**src/ufc_regs.svh**
```systemverilog
// Purpose: register offsets, field positions, reset values and thresholds of the fifo control block
// Assumes: 4-bit byte address on the register bus, 32-bit data
// Notes: definitions only
`ifndef UFC_REGS_SVH
`define UFC_REGS_SVH

`define UFC_ADDR_W 4
`define UFC_OFF_FIFO_CONTROL 4'h0
`define UFC_OFF_TX_HOLDING 4'h4
`define UFC_OFF_RX_HOLDING 4'h8
`define UFC_OFF_STATUS 4'hC

`define UFC_FCR_EN_BIT 0
`define UFC_FCR_RXCLR_BIT 1
`define UFC_FCR_TXCLR_BIT 2
`define UFC_FCR_DMA_BIT 3
`define UFC_FCR_TXTHR_LSB 4
`define UFC_FCR_RXTHR_LSB 6
`define UFC_FCR_RESET 8'h00

`define UFC_FIFO_DEPTH 32
`define UFC_FIFO_FULL 6'h20
`define UFC_DATA_W 8
`define UFC_CNT_W 6
`define UFC_LIMIT_DISABLED 6'h01

`define UFC_RX_THR_0 6'h08
`define UFC_RX_THR_1 6'h10
`define UFC_RX_THR_2 6'h18
`define UFC_RX_THR_3 6'h1C
`define UFC_TX_THR_0 6'h10
`define UFC_TX_THR_1 6'h08
`define UFC_TX_THR_2 6'h18
`define UFC_TX_THR_3 6'h1E

`define UFC_RESP_OKAY 2'h0
`define UFC_RESP_SLVERR 2'h2

`endif

```
**src/ufc_pkg.sv**
```systemverilog
// Purpose: types shared by the fifo control block
// Assumes: constants come from ufc_regs.svh
// Notes: none
package ufc_pkg;

    typedef struct packed {
        logic [1:0] rx_thr_field;
        logic [1:0] tx_thr_field;
        logic dma_mode;
        logic enable;
    } ufc_cfg_t;

    typedef struct packed {
        ufc_cfg_t cfg;
        logic tx_clr;
        logic rx_clr;
        logic aw_held;
        logic [3:0] aw_addr;
        logic w_held;
        logic [31:0] w_data;
        logic [3:0] w_strb;
        logic bvalid;
        logic [1:0] bresp;
        logic rvalid;
        logic [31:0] rdata;
        logic [1:0] rresp;
        logic tx_req_n;
        logic rx_req_n;
    } ufc_state_t;

endpackage : ufc_pkg

```
**src/ufc_top.sv**
```systemverilog
// Purpose: fifo control and dma ready signalling for one uart channel, with axi4-lite registers
// Assumes: one clock, synchronous active-high reset, receiver time-out pulse supplied from outside
// Notes: instantiate once per channel; each instance holds its own control state
//
// The AXI4-Lite interface to the registers and the address map were left to the implementer.
`timescale 1ns/10ps
`include "ufc_regs.svh"

module ufc_fifo #(
    parameter int WIDTH = 8,
    parameter int DEPTH = 32
) (
    input wire logic ref_clk_i,
    input wire logic reset_i,
    input wire logic clear_i,
    input wire logic in_valid_i,
    output logic in_ready_o,
    input wire logic [WIDTH-1:0] in_data_i,
    output logic out_valid_o,
    input wire logic out_ready_i,
    output logic [WIDTH-1:0] out_data_o,
    output logic [$clog2(DEPTH+1)-1:0] count_o
);
    localparam int PW = $clog2(DEPTH);
    localparam int CW = $clog2(DEPTH+1);

    typedef struct packed {
        logic [DEPTH-1:0][WIDTH-1:0] mem;
        logic [PW-1:0] wr_ptr;
        logic [PW-1:0] rd_ptr;
        logic [CW-1:0] count;
    } ufc_fifo_state_t;

    ufc_fifo_state_t st_r;
    ufc_fifo_state_t st_nxt;
    logic push;
    logic pop;

    assign in_ready_o = (st_r.count != CW'(DEPTH));
    assign out_valid_o = (st_r.count != '0);
    assign out_data_o = st_r.mem[st_r.rd_ptr];
    assign count_o = st_r.count;
    assign push = in_valid_i && in_ready_o;
    assign pop = out_valid_o && out_ready_i;

    // depth must be a power of two so the pointers wrap by themselves
    always_comb begin
        st_nxt = st_r;
        if (clear_i) begin
            st_nxt.wr_ptr = '0;
            st_nxt.rd_ptr = '0;
            st_nxt.count = '0;
        end else begin
            if (push) begin
                st_nxt.mem[st_r.wr_ptr] = in_data_i;
                st_nxt.wr_ptr = st_r.wr_ptr + PW'(1);
            end
            if (pop) begin
                st_nxt.rd_ptr = st_r.rd_ptr + PW'(1);
            end
            st_nxt.count = st_r.count + CW'(push) - CW'(pop);
        end
    end

    always_ff @(posedge ref_clk_i) begin
        if (reset_i) begin
            st_r <= '0;
        end else begin
            st_r <= st_nxt;
        end
    end
endmodule : ufc_fifo

////////////////////////////////////////////////////////////////////////////////////////////////////

module ufc_top (
    input wire logic ref_clk_i,
    input wire logic reset_i,
    input wire logic [`UFC_ADDR_W-1:0] s_axi_awaddr,
    input wire logic s_axi_awvalid,
    output logic s_axi_awready,
    input wire logic [31:0] s_axi_wdata,
    input wire logic [3:0] s_axi_wstrb,
    input wire logic s_axi_wvalid,
    output logic s_axi_wready,
    output logic [1:0] s_axi_bresp,
    output logic s_axi_bvalid,
    input wire logic s_axi_bready,
    input wire logic [`UFC_ADDR_W-1:0] s_axi_araddr,
    input wire logic s_axi_arvalid,
    output logic s_axi_arready,
    output logic [31:0] s_axi_rdata,
    output logic [1:0] s_axi_rresp,
    output logic s_axi_rvalid,
    input wire logic s_axi_rready,
    output logic [`UFC_DATA_W-1:0] tx_data_o,
    output logic tx_valid_o,
    input wire logic tx_ready_i,
    input wire logic [`UFC_DATA_W-1:0] rx_data_i,
    input wire logic rx_valid_i,
    output logic rx_ready_o,
    input wire logic rx_timeout_i,
    output ufc_pkg::ufc_cfg_t cfg_o,
    output logic tx_dma_request_n_o,
    output logic rx_dma_request_n_o
);
    import ufc_pkg::*;

    ufc_state_t st_r;
    ufc_state_t st_nxt;
    logic [`UFC_CNT_W-1:0] tx_cnt;
    logic [`UFC_CNT_W-1:0] rx_cnt;
    logic [`UFC_CNT_W-1:0] limit;
    logic [`UFC_CNT_W-1:0] rx_thr;
    logic [`UFC_CNT_W-1:0] tx_thr;
    logic [`UFC_DATA_W-1:0] rx_head;
    logic rx_head_valid;
    logic mode1;
    logic wr_exec;
    logic rd_exec;
    logic tx_push;
    logic rx_pop;
    logic rx_in_ready;
    logic rx_thr_reached;
    logic tx_below_thr;

    function automatic logic [`UFC_CNT_W-1:0] rx_level(input logic [1:0] f);
        case (f)
            2'h0: rx_level = `UFC_RX_THR_0;
            2'h1: rx_level = `UFC_RX_THR_1;
            2'h2: rx_level = `UFC_RX_THR_2;
            default: rx_level = `UFC_RX_THR_3;
        endcase
    endfunction : rx_level

    function automatic logic [`UFC_CNT_W-1:0] tx_level(input logic [1:0] f);
        case (f)
            2'h0: tx_level = `UFC_TX_THR_0;
            2'h1: tx_level = `UFC_TX_THR_1;
            2'h2: tx_level = `UFC_TX_THR_2;
            default: tx_level = `UFC_TX_THR_3;
        endcase
    endfunction : tx_level

    function automatic logic is_reg(input logic [`UFC_ADDR_W-1:0] a, input logic [`UFC_ADDR_W-1:0] off);
        is_reg = (a == off);
    endfunction : is_reg

    ////////////////////////////////////////////////////////////////////////////////////////////////

    assign rx_thr = rx_level(st_r.cfg.rx_thr_field);
    assign tx_thr = tx_level(st_r.cfg.tx_thr_field);
    assign mode1 = st_r.cfg.enable && st_r.cfg.dma_mode;
    // fifos off: limit of one, so a byte is taken only into an empty side
    assign limit = st_r.cfg.enable ? `UFC_FIFO_FULL : `UFC_LIMIT_DISABLED;
    // reached flag; rx keeps filling to the limit
    assign rx_thr_reached = (rx_cnt >= rx_thr);
    assign tx_below_thr = (tx_cnt < tx_thr);

    assign s_axi_awready = !st_r.aw_held && !st_r.bvalid;
    assign s_axi_wready = !st_r.w_held && !st_r.bvalid;
    assign s_axi_bvalid = st_r.bvalid;
    assign s_axi_bresp = st_r.bresp;
    assign s_axi_arready = !st_r.rvalid;
    assign s_axi_rvalid = st_r.rvalid;
    assign s_axi_rdata = st_r.rdata;
    assign s_axi_rresp = st_r.rresp;
    assign cfg_o = st_r.cfg;
    assign tx_dma_request_n_o = st_r.tx_req_n;
    assign rx_dma_request_n_o = st_r.rx_req_n;

    assign wr_exec = st_r.aw_held && st_r.w_held && !st_r.bvalid;
    assign rd_exec = s_axi_arvalid && s_axi_arready;
    // overrun: a write to a full transmit side is answered but the byte is dropped
    assign tx_push = wr_exec && is_reg(st_r.aw_addr, `UFC_OFF_TX_HOLDING) && st_r.w_strb[0] && (tx_cnt < limit);
    assign rx_pop = rd_exec && is_reg(s_axi_araddr, `UFC_OFF_RX_HOLDING) && rx_head_valid;
    assign rx_ready_o = rx_in_ready && (rx_cnt < limit);

    ufc_fifo #(.WIDTH(`UFC_DATA_W), .DEPTH(`UFC_FIFO_DEPTH)) u_tx_fifo (
        .ref_clk_i(ref_clk_i),
        .reset_i(reset_i),
        .clear_i(st_r.tx_clr),
        .in_valid_i(tx_push),
        .in_ready_o(),
        .in_data_i(st_r.w_data[`UFC_DATA_W-1:0]),
        .out_valid_o(tx_valid_o),
        .out_ready_i(tx_ready_i),
        .out_data_o(tx_data_o),
        .count_o(tx_cnt)
    );

    ufc_fifo #(.WIDTH(`UFC_DATA_W), .DEPTH(`UFC_FIFO_DEPTH)) u_rx_fifo (
        .ref_clk_i(ref_clk_i),
        .reset_i(reset_i),
        .clear_i(st_r.rx_clr),
        .in_valid_i(rx_valid_i && (rx_cnt < limit)),
        .in_ready_o(rx_in_ready),
        .in_data_i(rx_data_i),
        .out_valid_o(rx_head_valid),
        .out_ready_i(rx_pop),
        .out_data_o(rx_head),
        .count_o(rx_cnt)
    );

    ////////////////////////////////////////////////////////////////////////////////////////////////

    always_comb begin
        st_nxt = st_r;
        st_nxt.tx_clr = 1'b0;
        st_nxt.rx_clr = 1'b0;
        if (s_axi_awvalid && s_axi_awready) begin
            st_nxt.aw_held = 1'b1;
            st_nxt.aw_addr = s_axi_awaddr;
        end
        if (s_axi_wvalid && s_axi_wready) begin
            st_nxt.w_held = 1'b1;
            st_nxt.w_data = s_axi_wdata;
            st_nxt.w_strb = s_axi_wstrb;
        end
        if (wr_exec) begin
            st_nxt.aw_held = 1'b0;
            st_nxt.w_held = 1'b0;
            st_nxt.bvalid = 1'b1;
            st_nxt.bresp = `UFC_RESP_OKAY;
            if (is_reg(st_r.aw_addr, `UFC_OFF_FIFO_CONTROL)) begin
                if (st_r.w_strb[0]) begin
                    st_nxt.cfg.enable = st_r.w_data[`UFC_FCR_EN_BIT];
                    // other fields only with enable set
                    if (st_r.w_data[`UFC_FCR_EN_BIT]) begin
                        st_nxt.cfg.dma_mode = st_r.w_data[`UFC_FCR_DMA_BIT];
                        st_nxt.cfg.tx_thr_field = st_r.w_data[`UFC_FCR_TXTHR_LSB +: 2];
                        st_nxt.cfg.rx_thr_field = st_r.w_data[`UFC_FCR_RXTHR_LSB +: 2];
                        st_nxt.tx_clr = st_r.w_data[`UFC_FCR_TXCLR_BIT];
                        st_nxt.rx_clr = st_r.w_data[`UFC_FCR_RXCLR_BIT];
                    end
                end
            end else if (!is_reg(st_r.aw_addr, `UFC_OFF_TX_HOLDING)) begin
                st_nxt.bresp = `UFC_RESP_SLVERR;
            end
        end
        if (st_r.bvalid && s_axi_bready) begin
            st_nxt.bvalid = 1'b0;
        end
        if (rd_exec) begin
            st_nxt.rvalid = 1'b1;
            st_nxt.rresp = `UFC_RESP_OKAY;
            st_nxt.rdata = 32'h0;
            case (s_axi_araddr)
                `UFC_OFF_FIFO_CONTROL: st_nxt.rdata = 32'h0;
                `UFC_OFF_TX_HOLDING: st_nxt.rdata = 32'h0;
                `UFC_OFF_RX_HOLDING: st_nxt.rdata = {24'h0, rx_head_valid ? rx_head : 8'h00};
                `UFC_OFF_STATUS: begin
                    st_nxt.rdata = {4'h0, tx_below_thr, rx_thr_reached, st_r.rx_req_n, st_r.tx_req_n,
                                    2'h0, st_r.cfg.rx_thr_field, st_r.cfg.tx_thr_field, st_r.cfg.dma_mode,
                                    st_r.cfg.enable, 2'h0, rx_cnt, 2'h0, tx_cnt};
                end
                default: st_nxt.rresp = `UFC_RESP_SLVERR;
            endcase
        end else if (st_r.rvalid && s_axi_rready) begin
            st_nxt.rvalid = 1'b0;
        end
        // dma request outputs, active low
        if (mode1) begin
            if (tx_cnt == `UFC_FIFO_FULL) begin
                st_nxt.tx_req_n = 1'b1;
            end else if (tx_cnt <= tx_thr) begin
                st_nxt.tx_req_n = 1'b0;
            end
            // level or time-out asks, set wins over release
            if (rx_thr_reached || rx_timeout_i) begin
                st_nxt.rx_req_n = 1'b0;
            end else if (rx_cnt == '0) begin
                st_nxt.rx_req_n = 1'b1;
            end
        end else begin
            st_nxt.tx_req_n = (tx_cnt != '0);
            st_nxt.rx_req_n = (rx_cnt == '0);
        end
    end

    always_ff @(posedge ref_clk_i) begin
        if (reset_i) begin
            st_r <= '0;
            st_r.tx_req_n <= 1'b0;
            st_r.rx_req_n <= 1'b1;
        end else begin
            st_r <= st_nxt;
        end
    end
endmodule : ufc_top

```
**config.mk**
```make
export PLATFORM = sky130hd
export DESIGN_NAME = ufc_top
export DESIGN_NICKNAME = d
export VERILOG_FILES = /design/src/ufc_pkg.sv /design/src/ufc_top.sv
export VERILOG_INCLUDE_DIRS = /design/src
export SDC_FILE = /design/constraint.sdc
export NUM_CORES = 1
export LEC_CHECK = 0
export ABC_CLOCK_PERIOD_IN_PS = 3800
export CELL_PAD_IN_SITES_DETAIL_PLACEMENT = 2
export CELL_PAD_IN_SITES_GLOBAL_PLACEMENT = 2
export CORE_UTILIZATION = 43
export CTS_CLUSTER_DIAMETER = 200
export DETAILED_ROUTE_END_ITERATION = 10
export DONT_BUFFER_PORTS = 1
export PLACE_DENSITY = 0.87
export SETUP_SLACK_MARGIN = 0.5
export SYNTH_ARGS = -nofsm -noshare
export SYNTH_HDL_FRONTEND = slang
export SYNTH_HIERARCHICAL = 1
export SYNTH_SLANG_ARGS = --single-unit
```
**constraint.sdc**
```tcl
create_clock -name ref_clk_i -period 3.8 [get_ports ref_clk_i]
set_input_delay 0.76 -clock ref_clk_i [delete_from_list [all_inputs] [get_ports ref_clk_i]]
set_output_delay 0.76 -clock ref_clk_i [all_outputs]
set_load 0.02 [all_outputs]
```
==> flow_summary.toml <==
[route]
antenna_left = 0
drt_iter0_drc = 2628
post_drt_wl_per_cell_um = 39.4
route.detailed.drc = 0
drt_wl_total_um = 138000
via_per_inst = 6.77
vias = 23700
firstDrtPassIters = 6

[timing]
relSlewSlack_pct = -22.6
layout_setup_ws_ps = -126
rsz0062_at_grt = "true"
clock_skew_ps = 54.0
setup_viol = 3
period_needed_ps = 3930
worst_pin_slew_ps = 1840
period_share_pct = 103
fmax_ghz = 0.255
hold_viol_final = 0
drv_slew = 318

[cells_and_area]
area_growth_syn_to_layout_pct = 15.8
stdcell_area_um2 = 31900
drive_above_1_share_pct = 20.2
fillers = 6059
seqCellArea_um2 = 12000
num-nets-final = 2698
multiInputGateArea_um2 = 14600

[setup_path]
critPathCapture = "tx_data_o[0]"
worst-path-max-fanout = 13
crit_chain = "buf_12, buf_4, buf_6, mux2i_1, o221ai_1, a21oi_1, a21oi_2, buf_6"
r2r_end = "s_axi_rdata[4]$_SDFFE_PP0P_"
crit_start = "u_tx_fifo/st_r[6]$_SDFFE_PP0P_"
r2r-start = "u_rx_fifo/st_r[8]$_SDFFE_PP0P_"
reg2reg_depth = 6
slowest_stage = "mux2i_1"
worstPathRequired_ps = 3040
cp_top_family = "compound AO/OA/AOI/OAI gates"
cp-start-kind = "flip-flop"
cp.depth = 8
cp_data_arrival_time_ps = 3170
path_common_cell = "buf_6"
worstSetupEndpointType = "output port"
cpPeakStageDelay_ps = 640
r2r_slack_ps = -30
path_class = "reg -> out"
worst-path-buf-inv = 4

[synth]
synth_top_cell_area_share_pct = 43.4
syn_inst = 2614
synth_area_per_cell_um2 = 10.5
synthesis.area_um2 = 27500
synth-simple-area-share_pct = 14.6
synth_seq_cells = 597
ys_types = 65
ys_dominant_reg_cell = "dfxtp_1"
yosysMostFrequentCell = "dfxtp_1"
seq_area_frac_synth_pct = 43.4
yosys.area.top_type = "dfxtp_1"
synth_top_family_by_area = "multiplexers"
synth_edf_count = 0
yosys_warnings = 6
synth_compound_area_share_pct = 4.82
synthXorXnorAreaFrac_pct = 0.477
synth_adder_area_share_pct = 1.83
synth_top_cells_by_count = "dfxtp_1, mux2i_1, nor2_1, clkbuf_1, mux4_2"
async_flop_share_pct = 0
netlist_top_cells_area = "dfxtp_1, mux2i_1, nor2_1, mux4_2, nor3_4"
synthMuxAreaShare_pct = 29.2

[grt]
grt_usage_pct = 36.9
grt-ovfl-total = 0
grt_pass1_wl_um = 177000
antenna_found_initial = 12
grt_pass1_vias = 24800
grt_max_degree = 571

[clock_tree]
cts_buffers = 68
h-tree-depth = 3
cts_buffer_depth = 3
cts_sinks = 597
path_clk_slew_ps = 70
clk_latency_ps = 660
cts_tree = "done"
cts-root-buf = "clkbuf_16"

[power_and_ir_drop]
ir_drop_mv = 0.310
power.leakage_nw = 13.0
p_clk_share_pct = 42.1
intPower_mw = 11.6
pwr-share-comb_pct = 19.2
p_sw_mw = 5.51
p_seq_share_pct = 38.7
swShare_pct = 32.2
power_density_nw_per_um2 = 538

[floorplan]
core_um2 = 63200
pin_count = 121
die-area_um2 = 65000
fp-row-count = 92
start_util_pct = 43.6
die_h_um = 255
fp.dieW_um = 255

[outcome]
status = "finished with violations"
violations = "max-slew violations, negative setup slack"

[min_path]
min_path_type = "in -> reg"

[place]
routabilityCongestion = 0.794
post_dp_cell_area_um2 = 27800
place_ws_ps = 148
dp_hpwl_um = 56500
portBuffers = 0

[flow_run]
max_cap_violations = 0
## routing by layer
layer / part of all wire [%] / routed length (µm) / GRT usage (%) / vias to the layer above
met1: 34 / 47500 / 39.8 / 12100
met4: 9.9 / 13600 / 25.2 / 10
met5: 0.062 / 85 / 0 / -
met2: 47 / 65100 / 64.9 / 1660
met3: 8.4 / 11500 / 7.87 / 823
li1: - / - / - / 9119
## through the flow
stage	power, mW	hold slack [ps]	utilization [%]	TNS, ps	cells
floorplan	8.39	434	-	0	2623
detailed placement	8.87	473	44.0	0	3277
global placement	8.72	467	44.0	0	3277
finish	17.1	231	50.4	-160	3499
global route	17.4	189	50.4	-83.5	3493
CTS	16.4	203	49.1	0	3443
## cells by family (layout without fill, tap and decap cells)
group / count (synthesis) / count (layout)
xor gates and xnor gates: 15 / 15
buffers and inverters: 299 / 321
DFF: 597 / 597
AOI/OAI and AO/OA: 185 / 185
other: 1 / 18
muxes: 683 / 683
and+or+nand+nor: 795 / 795
adders and majority gates: 39 / 39
## registers in the layout, indices dropped and copies added, names as in the netlist
register and flops:
st_r 17, s_axi_rvalid 1, tx_dma_request_n_o 1, s_axi_bvalid 1, s_axi_rdata 24, u_tx_fifo/st_r 266, u_rx_fifo/st_r 266, u_tx_fifo/count_o 6
u_rx_fifo/count_o 6, cfg_o 6, rx_dma_request_n_o 1, s_axi_rresp 1, s_axi_bresp 1
## power groups by stage
stage               Clock (mW)  Combinational (mW)  Sequential (mW)
floorplan                    0                1.78             6.61
global placement             0                2.00             6.71
global route              7.43                3.31             6.63
detailed placement           0                2.14             6.73
finish                    7.21                3.29             6.64
CTS                       7.02                2.76             6.58
## how the worst min path moves through the flow
stage | startpoint | end | slack (ps) | cells past startpoint
final | reset_i | s_axi_rdata[1]$_SDFFE_PP0P_ | 230 | 1
after global routing | reset_i | s_axi_rdata[8]$_SDFFE_PP0P_ | 190 | 1
after CTS | reset_i | s_axi_rdata[6]$_SDFFE_PP0P_ | 200 | 1
after detailed placement | st_r[45]$_SDFFE_PP0P_ | st_r[82]$_SDFF_PP0_ | 470 | 1
after global placement | u_tx_fifo/st_r[178]$_SDFFE_PP0P_ | u_tx_fifo/st_r[178]$_SDFFE_PP0P_ | 470 | 2
after floorplan | s_axi_rresp[1]$_SDFFE_PP0P_ | s_axi_rresp[1]$_SDFFE_PP0P_ | 430 | 2
## what timing repair did
action                                  in CTS  in global routing
endpoints found under the setup margin     396                450
gates cloned                                 2                  1
hold buffers                                 0                  0
pin swaps                                   39                 34
setup buffers                               46                 47
gates resized for setup                     95                 40
## layout by cell type, fill, tap and decap left out, types with 11 or more instances in the layout
master and instances:
nor2_1 574, buf_4 119, mux2i_1 574, dfxtp_2 11, ha_1 34, nand3_1 20
nand4_2 31, inv_1 34, mux4_2 96, clkbuf_8 13, dfxtp_1 582, a21oi_1 46
clkbuf_16 72, a22o_1 12, xor2_1 11, o221ai_1 15, a22oi_1 27, buf_12 28
clkinv_2 12, buf_6 12, nor3_4 33, nand2_1 38
## layout make-up
cell class,count,share of cell area (%)
sequential,597,37.6
antenna,8,0.0628
tap,846,3.32
inverter,37,0.436
multi-input combinational,1727,45.9
clock inverter,26,0.946
clock buffer,92,6.23
timing repair buffer,166,5.52
No activity file was read; power rests on OpenSTA's default activity.
